`src/rtl/scs_map.vh`:
```
`ifndef SCS_MAP_VH
`define SCS_MAP_VH
// Calibration intervals in link clock cycles.
`define SCS_CAL_BASE 12'h400
`define SCS_CAL_ENH 12'h800
// Impedance code: ohms, limits and divisor of the reference resistor.
`define SCS_Z_MIN 8'h23
`define SCS_Z_MAX 8'h46
`define SCS_Z_DIV 8'h05
// Read latency in half cycles of the link clock.
`define SCS_LAT_BASE 3'h3
`define SCS_LAT_ENH_A 3'h4
`define SCS_LAT_ENH_B 3'h5
// The pipeline tap that feeds the output lies one half cycle before the launch.
`define SCS_LAT_OFS 3'h1
// PLL lock time in link clock cycles.
`define SCS_LOCK_CYC 8'h10
`endif

```
`src/rtl/scs_sync.v`:
```
`default_nettype none
// Two flip-flop synchroniser for a bus of levels.
module scs_sync #(
   parameter W = 1
) (
   input wire mclk_i,
   input wire arst_n_i,
   input wire [W-1:0] d_i,
   output wire [W-1:0] q_o
);
   reg [W-1:0] s1_reg;
   reg [W-1:0] s2_reg;
   always @(posedge mclk_i or negedge arst_n_i) begin
      if (!arst_n_i) begin
         s1_reg <= {W{1'b0}};
         s2_reg <= {W{1'b0}};
      end else begin
         s1_reg <= d_i;
         s2_reg <= s1_reg;
      end
   end
   assign q_o = s2_reg;
endmodule // scs_sync
`default_nettype wire

```
`src/rtl/scs_clocking.v`:
```
// Behaviour
// [RULE1] Recalibrate impedance every 1024 or 2048 cycles
// [RULE2] Impedance is reference resistor over five
// [RULE3] Sample inputs on rising clock edges only
// [RULE4] Controller centres complement clock rising edge
// [RULE5] Unused output clock pair held high
// [RULE6] Output clocks time read data when driven
// [RULE7] Echo clocks edge aligned with data
// [RULE8] Echo clocks regenerated from internal PLL
// [RULE9] Controller delays echo clocks ninety degrees
// [RULE10] Input clock capture only up to 167 MHz
// [RULE11] Output clock capture only up to 200 MHz
// [RULE12] PLL held off while disable input low
// [RULE13] Controller raises disable late, waits 20 us
// [RULE14] Tied high: wait stable clock plus 20 us
// [RULE15] Read latency 1.5, 2.0 or 2.5 cycles
// [RULE16] Controller counts wait, blocks commands
`default_nettype none
`include "scs_map.vh"
module scs_clocking (
   // Clock and reset.
   input wire mclk_i,
   input wire arst_n_i,
   // Link clocks and PLL control from the controller.
   input wire kclk_i,
   input wire kclk_n_i,
   input wire oclk_i,
   input wire oclk_n_i,
   input wire pll_disable_n_i,
   // Variant straps and impedance reference.
   input wire enhanced_i,
   input wire lat_opt_i,
   input wire zq_tied_i,
   input wire [9:0] zq_ohms_i,
   // Read request and data.
   input wire rd_req_i,
   input wire [7:0] rd_data_i,
   // Outputs.
   output reg [7:0] q_o,
   output reg q_valid_o,
   output reg echo_clock_true_o,
   output reg echo_clock_comp_o,
   output reg pll_locked_o,
   output reg [7:0] zq_code_o,
   output reg cal_pulse_o
);
   // ----------------------------------------------------------------
   // Input synchronisers
   // ----------------------------------------------------------------
   // Every pin crosses into the system clock through two flip-flops.
   // Clock pins are treated as levels; their edges are found below.
   wire [16:0] s;
   scs_sync #(.W(17)) u_sync (
      .mclk_i(mclk_i),
      .arst_n_i(arst_n_i),
      .d_i({kclk_i, kclk_n_i, oclk_i, oclk_n_i, pll_disable_n_i, rd_req_i, zq_tied_i,
            zq_ohms_i}),
      .q_o(s)
   );
   wire k_s = s[16];
   wire kn_s = s[15];
   wire c_s = s[14];
   wire cn_s = s[13];
   wire en_s = s[12];
   wire req_s = s[11];
   wire zt_s = s[10];
   wire [9:0] zo_s = s[9:0];
   // Straps and read data come from pins as well, so they are synchronised too.
   // The data must be held steady around the request edge for this to be safe.
   wire [9:0] t;
   scs_sync #(.W(10)) u_sync_data (
      .mclk_i(mclk_i),
      .arst_n_i(arst_n_i),
      .d_i({enhanced_i, lat_opt_i, rd_data_i}),
      .q_o(t)
   );
   wire enh_s = t[9];
   wire opt_s = t[8];
   wire [7:0] rdd_s = t[7:0];

   // ----------------------------------------------------------------
   // Edge detection
   // ----------------------------------------------------------------
   reg k_d_reg, kn_d_reg, c_d_reg, cn_d_reg;
   always @(posedge mclk_i or negedge arst_n_i) begin
      if (!arst_n_i) begin
         k_d_reg <= 1'b0;
         kn_d_reg <= 1'b0;
         c_d_reg <= 1'b0;
         cn_d_reg <= 1'b0;
      end else begin
         k_d_reg <= k_s;
         kn_d_reg <= kn_s;
         c_d_reg <= c_s;
         cn_d_reg <= cn_s;
      end
   end
   // Falling edges are only looked at on the output clock, to mark the pair as in use.
   wire k_rise = k_s & ~k_d_reg; // [RULE3]
   wire kn_rise = kn_s & ~kn_d_reg; // [RULE3]
   wire c_rise = c_s & ~c_d_reg;
   wire cn_rise = cn_s & ~cn_d_reg;
   // A strapped-high pin shows one false rise as the synchroniser leaves reset.
   // It never falls, so only a fall marks the output clock pair as in use.
   wire c_fall = ~c_s & c_d_reg;
   // Output clocks strapped high never toggle, so the pair counts as unused.
   reg c_used_reg;
   wire half_tick = c_used_reg ? (c_rise | cn_rise) : (k_rise | kn_rise); // [RULE6]

   // ----------------------------------------------------------------
   // PLL enable and lock
   // ----------------------------------------------------------------
   reg [7:0] lock_cnt_reg;
   always @(posedge mclk_i or negedge arst_n_i) begin
      if (!arst_n_i) begin
         lock_cnt_reg <= 8'h00;
         pll_locked_o <= 1'b0;
      end else if (!en_s) begin
         lock_cnt_reg <= 8'h00; // [RULE12]
         pll_locked_o <= 1'b0;
      end else if (k_rise && !pll_locked_o) begin
         lock_cnt_reg <= lock_cnt_reg + 8'h01;
         pll_locked_o <= (lock_cnt_reg == `SCS_LOCK_CYC - 8'h01);
      end
   end
   always @(posedge mclk_i or negedge arst_n_i) begin
      if (!arst_n_i) begin
         c_used_reg <= 1'b0;
      end else if (c_fall && !c_used_reg) begin
         c_used_reg <= 1'b1;
      end
   end

   // ----------------------------------------------------------------
   // Read pipeline and echo clocks
   // ----------------------------------------------------------------
   reg [2:0] lat;
   always @* begin
      if (!enh_s) begin
         lat = `SCS_LAT_BASE; // [RULE15]
      end else if (opt_s) begin
         lat = `SCS_LAT_ENH_B;
      end else begin
         lat = `SCS_LAT_ENH_A;
      end
   end
   // Bit n of the pipeline is set n half ticks after the request edge.
   // A request is only shifted in while locked, so early requests are dropped.
   reg [5:0] pipe_reg;
   reg [7:0] data_hold_reg;
   always @(posedge mclk_i or negedge arst_n_i) begin
      if (!arst_n_i) begin
         pipe_reg <= 6'h00;
         data_hold_reg <= 8'h00;
         q_o <= 8'h00;
         q_valid_o <= 1'b0;
         echo_clock_true_o <= 1'b0;
         echo_clock_comp_o <= 1'b1;
      end else begin
         if (k_rise) begin
            data_hold_reg <= rdd_s; // [RULE3]
         end
         if (half_tick && pll_locked_o) begin
            pipe_reg <= {pipe_reg[4:0], k_rise & req_s};
            // Echo pair toggles in the same cycle as the data launch.
            echo_clock_true_o <= ~echo_clock_true_o; // [RULE7] [RULE8]
            echo_clock_comp_o <= echo_clock_true_o; // [RULE7]
            // Reading tap lat-1 launches the data on the lat-th half tick.
            q_valid_o <= pipe_reg[lat - `SCS_LAT_OFS]; // [RULE15] [RULE6]
            if (pipe_reg[lat - `SCS_LAT_OFS]) begin
               q_o <= data_hold_reg; // [RULE6]
            end
         end
      end
   end

   // ----------------------------------------------------------------
   // Impedance calibration
   // ----------------------------------------------------------------
   reg [11:0] cal_cnt_reg;
   // The interval counts link clock rises from reset, locked or not, so the
   // driver keeps tracking drift even while the PLL is held off.
   wire [11:0] cal_top = enh_s ? `SCS_CAL_ENH : `SCS_CAL_BASE;
   wire [9:0] zraw = zo_s / {2'b00, `SCS_Z_DIV}; // [RULE2]
   reg [7:0] zcalc;
   always @* begin
      if (zt_s || zraw < {2'b00, `SCS_Z_MIN}) begin
         zcalc = `SCS_Z_MIN; // [RULE2]
      end else if (zraw > {2'b00, `SCS_Z_MAX}) begin
         zcalc = `SCS_Z_MAX;
      end else begin
         zcalc = zraw[7:0];
      end
   end
   always @(posedge mclk_i or negedge arst_n_i) begin
      if (!arst_n_i) begin
         cal_cnt_reg <= 12'h000;
         cal_pulse_o <= 1'b0;
         zq_code_o <= `SCS_Z_MIN;
      end else begin
         cal_pulse_o <= 1'b0;
         if (k_rise) begin
            if (cal_cnt_reg >= cal_top - 12'h001) begin
               cal_cnt_reg <= 12'h000; // [RULE1]
               cal_pulse_o <= 1'b1;
               zq_code_o <= zcalc;
            end else begin
               cal_cnt_reg <= cal_cnt_reg + 12'h001;
            end
         end
      end
   end
endmodule // scs_clocking
`default_nettype wire

```
`config.mk`:
```
export PLATFORM = sky130hd
export DESIGN_NAME = scs_clocking
export DESIGN_NICKNAME = d
export VERILOG_FILES = /design/src/rtl/scs_sync.v /design/src/rtl/scs_clocking.v
export VERILOG_INCLUDE_DIRS = /design/src /design/src/rtl
export SDC_FILE = /design/constraint.sdc
export NUM_CORES = 1
export LEC_CHECK = 0
export ABC_CLOCK_PERIOD_IN_PS = 6450
export CORE_ASPECT_RATIO = 0.9
export CORE_MARGIN = 4
export CORE_UTILIZATION = 45
export CTS_BUF_LIST = sky130_fd_sc_hd__clkbuf_4
export DETAILED_ROUTE_END_ITERATION = 10
export DONT_BUFFER_PORTS = 1
export GPL_TIMING_DRIVEN = 1
export PLACE_DENSITY = 0.58
export REMOVE_ABC_BUFFERS = 1
export SYNTH_ARGS = -nofsm -noshare
export SYNTH_HDL_FRONTEND = slang
export SYNTH_SLANG_ARGS = --single-unit
```
`constraint.sdc`:
```
create_clock -name mclk_i -period 6.45 [get_ports mclk_i]
set_input_delay 0.3225 -clock mclk_i [delete_from_list [all_inputs] [get_ports mclk_i]]
set_output_delay 0.3225 -clock mclk_i [all_outputs]
set_load 0.005 [all_outputs]
```
==> reports/summary.txt <==
P_leak: 2.56 nW
Placer Congestion: 0.877
DRC: 0
Final Hold Fails: 0
Final WS setup: 2.13 ns
n_diodes: 0
antenna violations before repair: 0
overall die width: 120 um
Ports: 50
Vias per Instance: 5.35
Overflow after GRT: 0
vias in the first global route: 3304
Hold Path Depth: 0
die area: 0.0131 mm^2
largest net degree at the start of global routing: 114
ys async rst share: 100%
ANT nets after route: 0
EDFF count, synth: 0
Critical Path Fanout Max: 20
CP startpoint: u_sync.q_o[6]
first-iteration detailed-routing DRC count: 225
crit end category: flip-flop
Worst EP required: 6.88 ns
Max Freq: 231 MHz
clk slew on worst S/H paths: 0.12 ns
starting density of the core: 46.5%
area post-placement: 0.00513 mm^2
CTS max path bufs: 2
# Max-Cap Violations: 0
TritonCTS Buffers: 17
most frequent cells in the layout: 109 x dfrtp_1, 52 x nand2_1, 28 x dlygate4sd3_1
Reg2Reg Depth: 14
Nets: 509
Startpoint Class: flip-flop
Non-Filler Instances: 640
slowest library cell on the worst path: dfrtp_1
crit share post-route: 67.0%
r2r endpoint: zq_code_o[0]
Syn Inst Count: 447
Slew @ Worst Pin: 0.761 ns
critical path, cell by cell: or3b_4, a32oi_4, a2bb2oi_4, a21oi_2, a21o_1, a2bb2oi_1, nor2_1, ha_1, inv_1, nor4_1, o21ai_0, a221oi_1, o221ai_1, a32o_1
buffers added on ports: 0
H-tree depth: 4
WHS: 0.354 ns
Filler cells: 963
crit path time final: 4.32 ns
FP Rows: 36
first-pass GRT wire length: 16900 um
chip height: 109 um
max incr delay on CP: 0.74 ns
commonest non-fill, non-tap cell in the layout: dfrtp_1
Core Region: 0.0109 mm^2
VDD IR max: 0.237 mV
Final Cell Area: 0.00572 mm^2
count of different cell masters after synthesis: 89
total number of vias: 3424
type of the worst setup path: reg2reg
CTS Sinks: 113
normalized max-slew margin: 49.2%
DP Worst Slack: 2.28 ns
dpl hpwl: 6380 um
max-slew violations: 0
post_cts resized: 0
PwrDens: 258 mW/mm^2
setup tns final: 0 ns
CP Buf/Inv Count: 1
Layout area overhead: 12.5%
total track usage: 16.5%
Synth Warn #: 0
Post-Syn Area: 0.00509 mm^2
RSZ-0062 raised after global routing: no
dpl cells: 579
Seq/Total Area, Yosys: 55.7%
#FFs+latches synth: 113
average wire per standard cell: 15.3 um
Top FF cell, synth: dfrtp_1
total detailed-routing wirelength: 9810 um
layout cells sized above 1: 16.0%
HP Class: reg2reg
status: finished, final reports clean
critical path arrival: 4.75 ns
Core Util, Final: 52.3%
clk_lat worst skew: 0.51 ns
clock skew: 0.0200 ns
hold path start: u_sync.s1_reg[6]
CTS root buffer: clkbuf_4
internal reg-to-reg setup slack: 2.13 ns
CP top delay family: compound AO/OA/AOI/OAI gates
mean post-synth cell area: 11.4 um^2
drt pass-1 iters: 5
FF-to-FF Start: u_sync.q_o[6]
Final setup violation count: 0
total power: 1.48 mW
hold endpoint: u_sync.q_o[6]
CTS tree: done
[worst max path at each step]
stage                   end  depth (start not counted)  slack (ns)
2_1_floorplan  zq_code_o[0]                         14        2.78
3_3_place_gp   zq_code_o[0]                         14        2.33
3_5_place_dp   zq_code_o[0]                         14        2.28
4_1_cts        zq_code_o[0]                         14        2.23
5_1_grt        zq_code_o[0]                         14        1.79
6_report       zq_code_o[0]                         14        2.13
[area by class of cell]
| cell class | instances | area (um^2) | share of cell area [%] |
|---|---|---|---|
| Tap cell | 152 | 190 | 3.32 |
| Sequential cell | 113 | 2830 | 49.5 |
| Clock buffer | 17 | 128 | 2.23 |
| Inverter | 12 | 45.0 | 0.787 |
| Timing Repair Buffer | 31 | 323 | 5.64 |
| Clock inverter | 15 | 159 | 2.78 |
| Multi-Input combinational cell | 300 | 2050 | 35.7 |
[where the power goes]
group / switching (mW) / internal [mW]
Combinational: 0.0992 / 0.0725
Sequential: 0.0394 / 0.745
Clock: 0.287 / 0.234
[cells in the mapped netlist (all sizes together), types with 3 or more instances]
cell,number,area share (%)
dfrtp,109,54
nand2,53,4.0
nor2,30,2.6
o21ai,25,2.5
nand3,15,1.5
and2,14,1.8
mux2,13,2.9
a21oi,12,1.3
clkbuf,12,1.6
inv,12,0.89
buf,10,1.6
nand4,9,1.4
xnor2,9,1.5
xor2,9,1.5
nor3,8,0.79
and3,6,0.74
o31ai,6,0.89
ha,5,1.2
nor2b,5,0.61
o211ai,5,0.93
dfstp,4,2.1
nor4,4,0.49
a211o,3,0.52
a211oi,3,0.54
a21o,3,0.44
a221oi,3,0.64
a2bb2oi,3,0.98
nand2b,3,0.37
o21a,3,0.44
o2bb2ai,3,0.64
o311ai,3,0.52
[per-layer routing]
| metal | up-vias | track usage (%) | wire [um] |
|---|---|---|---|
| met5 | - | 0 | 0 |
| met4 | 0 | 5.89 | 59 |
| met3 | 6 | 5.65 | 539 |
| met2 | 87 | 22.3 | 4190 |
| met1 | 1671 | 24.5 | 5030 |
| li1 | 1660 | - | - |
[kinds of logic after synthesis]
logic type / share of synthesized area, %
AO/OA/AOI/OAI: 14.8
AND/OR/NAND/NOR: 17.7
buffers and inverters: 4.13
multiplexers: 3.27
adder cells (fa/ha/maj): 1.43
XOR/XNOR: 3.10
flip-flops: 55.7
[timing repair]
item	CTS	global route
setup endpoints to repair	0	0
endpoints found under the hold margin	140	0
setup buffers	0	0
hold buffers	29	0
Note: power is estimated with default switching activity, not from simulation.
